**config.mk**
```make
export PLATFORM = sky130hd
export DESIGN_NAME = rmp_unit
export DESIGN_NICKNAME = d
export VERILOG_FILES = /design/src/core/rmp_pkg.sv /design/src/core/rmp_region_if.sv /design/src/core/rmp_region_match.sv /design/src/core/rmp_unit.sv
export SDC_FILE = /design/constraint.sdc
export NUM_CORES = 2
export LEC_CHECK = 0
export BUFFER_PORTS_ARGS = -buffer_cell sky130_fd_sc_hd__buf_4
export CORE_ASPECT_RATIO = 1.1
export CORE_MARGIN = 1
export CORE_UTILIZATION = 59
export CTS_BUF_LIST = sky130_fd_sc_hd__clkbuf_4 sky130_fd_sc_hd__clkbuf_8
export CTS_CLUSTER_DIAMETER = 200
export DETAILED_ROUTE_END_ITERATION = 10
export PLACE_DENSITY = 0.86
export SETUP_SLACK_MARGIN = 0.2
export SLEW_MARGIN = 20
export SYNTH_ARGS = -nofsm -noshare
export SYNTH_HDL_FRONTEND = slang
export SYNTH_SLANG_ARGS = --single-unit
```
**constraint.sdc**
```tcl
create_clock -name clk_sys -period 5.5 [get_ports clk_sys]
set_input_delay 0.55 -clock clk_sys [delete_from_list [all_inputs] [get_ports clk_sys]]
set_output_delay 0.55 -clock clk_sys [all_outputs]
set_load 0.05 [all_outputs]
```
**src/core/rmp_pkg.sv**
```systemverilog
`default_nettype none
package rmp_pkg;
  // ----------------------------------------
  // register byte offsets (word aligned)
  // ----------------------------------------
  localparam logic [7:0] off_type  = 8'h00; // unit type, read only
  localparam logic [7:0] off_ctrl  = 8'h04; // unit enable, privdef
  localparam logic [7:0] off_index = 8'h08; // region_index_reg
  localparam logic [7:0] off_base  = 8'h0c; // region_base_reg
  localparam logic [7:0] off_attr  = 8'h10; // region_attr_size_reg
  localparam logic [7:0] off_alias_last = 8'h28; // last alias attr
  localparam logic [7:0] off_fstat = 8'h40; // fault status, w1c
  localparam logic [7:0] off_faddr = 8'h44; // fault address
  // ----------------------------------------
  // field positions and reset values
  // ----------------------------------------
  localparam int base_valid_bit = 4;  // region-select flag in base
  localparam int attr_en_bit    = 0;
  localparam int attr_size_lo   = 1;  // size field [5:1]
  localparam int attr_srd_lo    = 8;  // subregion_disable_field [15:8]
  localparam int attr_b_bit     = 16;
  localparam int attr_c_bit     = 17;
  localparam int attr_s_bit     = 18;
  localparam int attr_tex_lo    = 19; // memory_type_ext_field [21:19]
  localparam int attr_ap_lo     = 24; // access_permission_field [26:24]
  localparam int attr_xn_bit    = 28; // no_execute_bit
  localparam logic [31:0] type_value = 32'h0000_0800; // eight regions
  localparam logic [31:0] reset_word = 32'h0000_0000;
  localparam int num_regions = 8;
  localparam logic [4:0] min_size_code = 5'h04; // 32 bytes
  localparam logic [4:0] srd_size_code = 5'h07; // 256 bytes and up
  // fault status bits
  localparam int fs_iacc = 0; // instruction access violation
  localparam int fs_dacc = 1; // data access violation
  localparam int fs_bg   = 2; // background privilege fault
  localparam int fs_addr_valid = 7;
  // ----------------------------------------
  // decoded memory kind
  // ----------------------------------------
  typedef enum logic [1:0] {
    rmp_strong, rmp_device, rmp_normal, rmp_reserved
  } rmp_mem_t;
endpackage
`default_nettype wire

```
**src/core/rmp_region_if.sv**
```systemverilog
`default_nettype none
// carries one region's settings from the register file to a matcher
interface rmp_region_if;
  logic [26:0] base_hi; // address bits 31:5
  logic [31:0] attr;    // attribute-and-size word
  logic        hit;     // address inside an enabled subregion
  modport regs  (output base_hi, output attr, input hit);
  modport match (input base_hi, input attr, output hit);
endinterface
`default_nettype wire

```
**src/core/rmp_region_match.sv**
```systemverilog
`default_nettype none
module rmp_region_match (
  // address under check
  input  wire logic [31:0] addr,
  // region settings
  rmp_region_if.match      rgn
);
  logic [4:0]  size_code; // region size = 2^(code+1) bytes
  logic [31:0] mask;      // ones over the offset inside the region
  logic [2:0]  sub;       // subregion index of addr
  logic        in_range;

  // ----------------------------------------
  // range and subregion match
  // ----------------------------------------
  always_comb begin
    size_code = rgn.attr[rmp_pkg::attr_size_lo +: 5];
    if (size_code < rmp_pkg::min_size_code) begin
      size_code = rmp_pkg::min_size_code; // smaller sizes not supported
    end
    mask = (32'h0000_0002 << size_code) - 32'h0000_0001;
    // base is aligned to the size by ignoring offset bits
    in_range = ((addr & ~mask) == ({rgn.base_hi, 5'h00} & ~mask));
    sub = 3'(addr >> (size_code - 5'h02)); // top three offset bits
    rgn.hit = rgn.attr[rmp_pkg::attr_en_bit] && in_range;
    // small regions have no subregions; field assumed zero
    if (size_code >= rmp_pkg::srd_size_code) begin
      if (rgn.attr[rmp_pkg::attr_srd_lo + sub]) begin
        rgn.hit = 1'b0; // disabled, lower regions may match
      end
    end
  end
endmodule
`default_nettype wire

```
**src/core/rmp_unit.sv**
```systemverilog
`default_nettype none
// Overview of operation
// eight regions plus privileged background region
// highest numbered matching region wins
// background: default map, privileged only
// fetches and data share one region map
// prohibited access raises memory-management fault
// word access only; attr also byte/halfword
// unaligned register accesses are refused
// three alias base/attr pairs follow primary
// base write with flag loads region index
// regions of 256 bytes split into eight
// srd bit disables matching subregion, lsb lowest
// disabled subregion falls to other region, else fault; code passes privileged access there when privdef is set
// software keeps srd zero on small regions
// permission and no-execute violations fault
// tex 000: strongly ordered or device
// tex 000 with c: normal write-through
// tex 001: noncacheable, write-back or reserved
// tex 1xx: normal cached, outer/inner policies
// shareability ignored for ordered, device, reserved
// attributes exported only, no behaviour change
// software disables region before reprogramming
// software issues barriers after changes
// access permission field decode table
// violation cause recorded in fault status
// match needs enable and aligned base range
// reset leaves unit and regions disabled
module rmp_unit (
  // clock and reset
  input  wire logic        clk_sys,
  input  wire logic        rst,
  // classic wishbone slave
  input  wire logic        wb_cyc_i,
  input  wire logic        wb_stb_i,
  input  wire logic        wb_we_i,
  input  wire logic [7:0]  wb_adr_i,
  input  wire logic [3:0]  wb_sel_i,
  input  wire logic [31:0] wb_dat_i,
  output logic      [31:0] wb_dat_o,
  output logic             wb_ack_o,
  output logic             wb_err_o,
  // access check request from the core
  input  wire logic        chk_valid,
  input  wire logic [31:0] chk_addr,
  input  wire logic        chk_write,
  input  wire logic        chk_fetch,
  input  wire logic        chk_priv,
  // check result, one cycle after the request
  output logic             chk_done,
  output logic             chk_fault,
  output logic             mm_fault_pulse,
  output logic [1:0]       attr_mem_kind,
  output logic             attr_share,
  output logic [3:0]       attr_cache
);
  // ----------------------------------------
  // region storage
  // ----------------------------------------
  logic [26:0] base_mem [rmp_pkg::num_regions]; // base bits
  logic [31:0] attr_mem [rmp_pkg::num_regions]; // attr and size words
  logic [2:0]  region_index_reg;                // selected region
  logic        unit_en;                         // unit enable
  logic        privdef_en;                      // background enable
  logic [7:0]  fault_stat;                      // sticky fault causes
  logic [31:0] fault_addr;                      // last faulting data addr
  logic [7:0]  hits;                            // per-region hit

  // one matcher per region, all fed by the single address
  for (genvar g = 0; g < rmp_pkg::num_regions; g++) begin : g_rgn
    rmp_region_if rif ();
    assign rif.base_hi = base_mem[g];
    assign rif.attr    = attr_mem[g];
    assign hits[g]     = rif.hit;
    rmp_region_match u_match (
      .addr (chk_addr),
      .rgn  (rif.match)
    );
  end

  // ----------------------------------------
  // helper functions
  // ----------------------------------------
  // register byte address of bus word
  function automatic logic [7:0] wa(input logic [7:0] a);
    return {a[7:2], 2'b00};
  endfunction

  // true for the primary base offset and the three alias base offsets
  function automatic logic is_base(input logic [7:0] a);
    return (a >= rmp_pkg::off_base) && (a <= rmp_pkg::off_alias_last)
      && (((a - rmp_pkg::off_base) & 8'h04) == 8'h00);
  endfunction

  function automatic logic is_attr(input logic [7:0] a);
    return (a >= rmp_pkg::off_attr) && (a <= rmp_pkg::off_alias_last)
      && (((a - rmp_pkg::off_attr) & 8'h04) == 8'h00);
  endfunction

  // permission check for one access
  function automatic logic perm_ok(input logic [2:0] ap,
                                   input logic pv, input logic wr);
    logic ok;
    ok = 1'b0;
    unique case (ap)
      3'h0: ok = 1'b0;                      // no access
      3'h1: ok = pv;                        // privileged r/w
      3'h2: ok = pv || !wr;                 // user read only
      3'h3: ok = 1'b1;                      // full access
      3'h4: ok = 1'b0;                      // reserved, refused
      3'h5: ok = pv && !wr;                 // privileged read only
      3'h6: ok = !wr;                       // read only for all
      3'h7: ok = !wr;
    endcase
    return ok;
  endfunction

  // ----------------------------------------
  // wishbone decode
  // ----------------------------------------
  logic       req;      // new request, not yet answered
  logic       word_ok;  // full aligned word
  logic       size_ok;  // access size legal for the target
  logic       mapped;
  logic [7:0] a;
  logic [2:0] tgt;      // region written by a base/attr access

  always_comb begin
    a   = wa(wb_adr_i);
    req = wb_cyc_i && wb_stb_i && !wb_ack_o && !wb_err_o;
    word_ok = (wb_sel_i == 4'hf);
    mapped = (a == rmp_pkg::off_type) || (a == rmp_pkg::off_ctrl)
      || (a == rmp_pkg::off_index) || is_base(a) || is_attr(a)
      || (a == rmp_pkg::off_fstat) || (a == rmp_pkg::off_faddr);
    // an address off a word boundary is never a register
    mapped = mapped && (wb_adr_i[1:0] == 2'b00);
    // attr takes byte, aligned halfword or word; all else word
    if (is_attr(a)) begin
      size_ok = (wb_sel_i == 4'h1) || (wb_sel_i == 4'h2)
        || (wb_sel_i == 4'h4) || (wb_sel_i == 4'h8)
        || (wb_sel_i == 4'h3) || (wb_sel_i == 4'hc) || word_ok;
    end else begin
      size_ok = word_ok;
    end
    // alias pairs all address the currently selected region
    tgt = region_index_reg;
  end

  // ----------------------------------------
  // bus answer: ack in the cycle after the strobe, err if refused
  // ----------------------------------------
  always_ff @(posedge clk_sys) begin
    if (rst) begin
      wb_ack_o <= 1'b0;
      wb_err_o <= 1'b0;
    end else begin
      wb_ack_o <= req && mapped && size_ok;
      wb_err_o <= req && !(mapped && size_ok);
    end
  end

  // read data, registered with the ack
  always_ff @(posedge clk_sys) begin
    if (rst) begin
      wb_dat_o <= rmp_pkg::reset_word;
    end else if (req && !wb_we_i) begin
      if (a == rmp_pkg::off_type) begin
        wb_dat_o <= rmp_pkg::type_value;
      end else if (a == rmp_pkg::off_ctrl) begin
        wb_dat_o <= {30'h0, privdef_en, unit_en};
      end else if (a == rmp_pkg::off_index) begin
        wb_dat_o <= {29'h0, region_index_reg};
      end else if (is_base(a)) begin
        wb_dat_o <= {base_mem[tgt], 2'b00, region_index_reg};
      end else if (is_attr(a)) begin
        wb_dat_o <= attr_mem[tgt];
      end else if (a == rmp_pkg::off_fstat) begin
        wb_dat_o <= {24'h0, fault_stat};
      end else if (a == rmp_pkg::off_faddr) begin
        wb_dat_o <= fault_addr;
      end else begin
        wb_dat_o <= rmp_pkg::reset_word; // unmapped reads zero
      end
    end
  end

  logic wr_ok; // write accepted this cycle
  assign wr_ok = req && wb_we_i && mapped && size_ok;

  // control register; reset leaves the unit off
  always_ff @(posedge clk_sys) begin
    if (rst) begin
      unit_en    <= 1'b0;
      privdef_en <= 1'b0;
    end else if (wr_ok && a == rmp_pkg::off_ctrl) begin
      unit_en    <= wb_dat_i[0];
      privdef_en <= wb_dat_i[1];
    end
  end

  // region index: direct write or base write with flag set
  always_ff @(posedge clk_sys) begin
    if (rst) begin
      region_index_reg <= 3'h0;
    end else if (wr_ok && a == rmp_pkg::off_index) begin
      region_index_reg <= wb_dat_i[2:0];
    end else if (wr_ok && is_base(a)
                 && wb_dat_i[rmp_pkg::base_valid_bit]) begin
      region_index_reg <= wb_dat_i[2:0];
    end
  end

  // region base and attributes, byte-lane writes on attr
  always_ff @(posedge clk_sys) begin
    if (rst) begin
      for (int i = 0; i < rmp_pkg::num_regions; i++) begin
        base_mem[i] <= 27'h0;
        attr_mem[i] <= rmp_pkg::reset_word; // all regions off
      end
    end else if (wr_ok && is_base(a)) begin
      // flagged write targets the region named in the data
      if (wb_dat_i[rmp_pkg::base_valid_bit]) begin
        base_mem[wb_dat_i[2:0]] <= wb_dat_i[31:5];
      end else begin
        base_mem[tgt] <= wb_dat_i[31:5];
      end
    end else if (wr_ok && is_attr(a)) begin
      for (int b = 0; b < 4; b++) begin
        if (wb_sel_i[b]) begin
          attr_mem[tgt][8*b +: 8] <= wb_dat_i[8*b +: 8];
        end
      end
    end
  end

  // ----------------------------------------
  // access check
  // ----------------------------------------
  logic       any_hit;
  logic [2:0] win;     // winning region number
  logic [31:0] wattr;  // winning attributes
  logic       allow;
  logic       bg_fault;

  // the highest matching region number wins
  always_comb begin
    any_hit = 1'b0;
    win = 3'h0;
    for (int i = 0; i < rmp_pkg::num_regions; i++) begin
      if (hits[i]) begin
        any_hit = 1'b1;
        win = 3'(i); // later, higher index overrides
      end
    end
    wattr = attr_mem[win];
    bg_fault = 1'b0;
    if (!unit_en) begin
      allow = 1'b1; // default map while disabled
    end else if (any_hit) begin
      // permission and no-execute checked together
      allow = perm_ok(wattr[rmp_pkg::attr_ap_lo +: 3], chk_priv,
                      chk_write)
        && !(chk_fetch && wattr[rmp_pkg::attr_xn_bit]);
    end else begin
      // background region: privileged only, if enabled
      allow = chk_priv && privdef_en;
      bg_fault = !allow; // uncovered address faults unless privileged with privdef set
    end
  end

  // result and fault pulse, one cycle after request
  always_ff @(posedge clk_sys) begin
    if (rst) begin
      chk_done       <= 1'b0;
      chk_fault      <= 1'b0;
      mm_fault_pulse <= 1'b0;
    end else begin
      chk_done       <= chk_valid;
      chk_fault      <= chk_valid && !allow;
      mm_fault_pulse <= chk_valid && !allow;
    end
  end

  // decoded attributes, exported only
  always_ff @(posedge clk_sys) begin
    if (rst) begin
      attr_mem_kind <= 2'(rmp_pkg::rmp_strong);
      attr_share    <= 1'b1;
      attr_cache    <= 4'h0;
    end else if (chk_valid) begin
      logic [2:0] tx;
      logic       c;
      logic       bb;
      tx = wattr[rmp_pkg::attr_tex_lo +: 3];
      c  = wattr[rmp_pkg::attr_c_bit];
      bb = wattr[rmp_pkg::attr_b_bit];
      attr_share <= wattr[rmp_pkg::attr_s_bit];
      attr_cache <= 4'h0;
      if (!unit_en || !any_hit) begin
        attr_mem_kind <= 2'(rmp_pkg::rmp_normal); // default map
      end else if (tx[2]) begin
        attr_mem_kind <= 2'(rmp_pkg::rmp_normal);
        attr_cache    <= {tx[1:0], c, bb}; // outer, inner
      end else if (tx == 3'h0 && !c) begin
        attr_mem_kind <= bb ? 2'(rmp_pkg::rmp_device)
                            : 2'(rmp_pkg::rmp_strong);
        attr_share    <= 1'b1; // s bit ignored
      end else if (tx == 3'h0) begin
        attr_mem_kind <= 2'(rmp_pkg::rmp_normal); // write-through
        attr_cache    <= 4'ha;
      end else if (tx == 3'h1 && c == bb) begin
        attr_mem_kind <= 2'(rmp_pkg::rmp_normal);
        attr_cache    <= c ? 4'h5 : 4'h0;
      end else if (tx == 3'h2 && !c && !bb) begin
        attr_mem_kind <= 2'(rmp_pkg::rmp_device); // nonshared device
        attr_share    <= 1'b0;
      end else begin
        attr_mem_kind <= 2'(rmp_pkg::rmp_reserved);
        attr_share    <= 1'b0; // s bit ignored
      end
    end
  end

  // fault status: set wins over write-one-to-clear
  always_ff @(posedge clk_sys) begin
    if (rst) begin
      fault_stat <= 8'h00;
      fault_addr <= rmp_pkg::reset_word;
    end else begin
      logic [7:0] nx;
      nx = fault_stat;
      if (wr_ok && a == rmp_pkg::off_fstat) begin
        nx = nx & ~wb_dat_i[7:0];
      end
      if (chk_valid && !allow) begin
        nx[chk_fetch ? rmp_pkg::fs_iacc : rmp_pkg::fs_dacc] = 1'b1;
        if (bg_fault) begin
          nx[rmp_pkg::fs_bg] = 1'b1;
        end
        if (!chk_fetch) begin
          nx[rmp_pkg::fs_addr_valid] = 1'b1;
          fault_addr <= chk_addr;
        end
      end
      fault_stat <= nx;
    end
  end
endmodule
`default_nettype wire

```
==> reports/metrics.csv <==
stage,metric,value,unit
place,placed_area,0.0445,sq mm
yosys,synth_top_family_by_area,simple AND/OR/NAND/NOR gates,
run_status,outcome,"finished, final reports clean",
drt,routedWlPerCell,33.0,um
cts,clk_path_buf_depth,3,
cts,cts_made_buffers,90,
drt,drtIter0Drc,6493,
cts,clk_pin_slew,60,ps
run,drv_cap,0,
layout,stdcell_area,0.0478,sq mm
layout,layout.cells.most_common,edfxtp_1,
yosys,synthSimpleGateAreaFrac,18.6,%
layout,largest_reg_flops,256,
layout,top_regs,"attr_mem (256), base_mem (216)",
yosys,async_flop_share,0,%
sta,timing.slew.headroom,28.3,%
power_and_ir_drop,power_leakage,0.0175,uW
layout,syn_to_final_growth,14.4,%
cts,cts_root_buf,clkbuf_8,
cts,clock_sinks,563,
power_and_ir_drop,ir_drop,0.000314,V
worst_setup_path,cp.arrival,6070,ps
drt,drc_errors,0,
floorplan,core,0.0702,sq mm
cts,htreeDepth,3,
worst_setup_path,crit_fanout,6,
sta,rsz0062_at_grt,yes,
layout,final_cell_mix,"472 x edfxtp_1, 460 x and2_1, 428 x buf_4",
layout,top_register,attr_mem,
sta,hold_viol_final,0,
yosys,ys_types,120,
yosys,synth_edf_count,472,
sta,finalCritPeriodShare,99.3,%
yosys,synth_xor_area_share,5.40,%
floorplan,initial_core_util,59.5,%
yosys,synth.area.mux_share,16.2,%
global_routing,gr-total-overflow,0,
worst_setup_path,crit_type,reg2reg,
layout,nNetsFinal,4393,
drt,first_pass_iters,8,
sta,fin_skew,41.2,ps
yosys,synth_area,0.0418,sq mm
drt,ant_nets,0,
floorplan,ios,129,
power_and_ir_drop,power.total,11100,uW
sta,fmax,0.183,GHz
global_routing,grt_antenna_before_repair,14,
global_routing,grt_pass1_vias,35649,
drt,vias,38234,
floorplan,die_h,281,um
place,io_buffers,128,
sta,fin_setup_tns,0,ps
floorplan,rows,102,
global_routing,grt_pass1_wl,246000,um
yosys,dominantRegCellSynth,edfxtp_1,
place,dp_hpwl,124000,um
global_routing,grt_max_degree,56,
yosys,synth_compound_area_share,15.7,%
global_routing,grt_use_total,47.3,%
worst_setup_path,end_kind,register,
yosys,syn_area_per_cell,10.1,sq um
place,dp.cells,5075,
sta,setup_violations,0,
sta,holdWs,129,ps
cts,hold_buffers,0,
cts,cts_tree,built,
drt,wl,175000,um
yosys,ys_seq_area_share,38.3,%
worst_setup_path,startpoint_type,register,
power_and_ir_drop,power_density,233,mW/mm^2
sta,worst_pin_slew,1070,ps
hold_path,hp-class,in2reg,
worst_setup_path,crit_required,6110,ps
yosys,synthAdderAreaFrac,0.736,%
drt,via_per_inst,7.21,
yosys,ys_seq_elements,563,
floorplan,dieArea,0.0719,sq mm
place,gp_congestion,1.13,
yosys,syn-instance-count,4135,
layout,drive_above_1_share,24.1,%
sta,slew_viol_final,0,
floorplan,die_w,256,um
layout,final_cells,5306,
sta,finalCriticalPeriod,5460,ps
yosys,ys_warn_count,0,
cts,clkLatencyLatePin,730,ps
[final cells by class]
type | count | area, sq um
multi-input cells | 3109 | 24500
fillers | 5240 | 22400
flip-flops and latches | 563 | 16000
repair buffers | 466 | 3860
clock buffers | 125 | 1610
well taps | 936 | 1170
clock inverters | 43 | 382
inverters | 55 | 206
diodes | 9 | 22.5
[synth_stat cells (19+ instances only)]
cell         n  area share [%]
a31oi_1     40            0.60
nand2b_1    68             1.0
buf_4       25            0.45
buf_2       63            0.75
o22ai_1     58            0.87
ha_1        23            0.69
nor2_1     236             2.1
a2bb2oi_1   22            0.46
nand3_1     65            0.78
or3_1       19            0.28
buf_1       52            0.47
dfxtp_1     91             4.4
inv_1       49            0.44
nor2b_1     39            0.58
xnor2_1    135             2.8
o221ai_1    22            0.46
a211oi_1    86             1.5
nand2_1    196             1.8
o21ai_0    143             1.7
or2_2       63            0.94
a21oi_1    160             1.9
clkbuf_1   261             2.3
nand4_1     27            0.40
mux4_2     150             8.1
o32ai_1     42            0.88
xor2_1     114             2.4
nor4_1      23            0.34
mux2_2      57             1.5
o211ai_1    39            0.70
or2b_1      31            0.56
o31ai_1     21            0.38
a2111oi_0   21            0.44
a221oi_1    28            0.59
edfxtp_1   472              34
and2_1     463             6.9
a22oi_1     21            0.38
nor3_1     121             1.4
mux2i_1    266             6.4
[per-layer routing]
layer	wire, um	track usage [%]
met3	26000	16.0
met1	58600	56.8
met5	70	0
met4	17900	39.9
met2	72600	68.7
[path summary, 6_finish.rpt]
path | depth (start not counted) | from | end | slack (ps)
worst max-delay path | 21 | attr_mem[0][5] | fault_addr[3] | 40
worst min register to register | 2 | fault_stat[3] | fault_stat[3] | 450
worst max register to register | 21 | attr_mem[0][5] | fault_addr[3] | 40
worst min-delay path | 2 | wb_dat_i[4] | fault_stat[4] | 130
[worst max-delay path, cell delays in order (launching register included)]
cell      delay, ps
edfxtp_1        420
buf_6           150
o31ai_4         310
ha_4            210
xnor2_4         140
buf_12          160
mux2i_1          80
mux4_2          500
mux4_2          570
mux2i_1         180
mux4_2          270
a21oi_2          50
or4_4           610
and4_4          230
nand2b_4        140
or2_4           240
nor2b_1         140
a31oi_1         190
and3b_2         250
buf_12          160
buf_12          130
mux2i_1         220
[per-stage QoR]
stage	util (%)	setup WS, ps
global placement	63.3	-24.1
finish	68.1	38.5
CTS	66.6	143
detailed placement	63.3	-159
global route	68.1	-128
floorplan	-	203
[kinds of logic after synthesis]
group | after synthesis
flops | 563
simple gates | 1424
buf+inv | 478
other cells | 1
xor+xnor | 253
compound gates | 911
fa+ha+maj | 25
mux | 480
[timing repair]
| item | CTS | global route |
|---|---|---|
| pin swaps | 8 | 43 |
| gates cloned | 1 | 3 |
| setup endpoints to repair | 43 | 43 |
| resized for setup | 30 | 133 |
| setup buffers | 10 | 40 |
[where the power goes]
group          switching, uW  internal, uW  total, uW
registers                119          4740       4860
logic                   1450           831       2280
clock network           1850          2160       4010
Power figures use the tool's default switching activity.
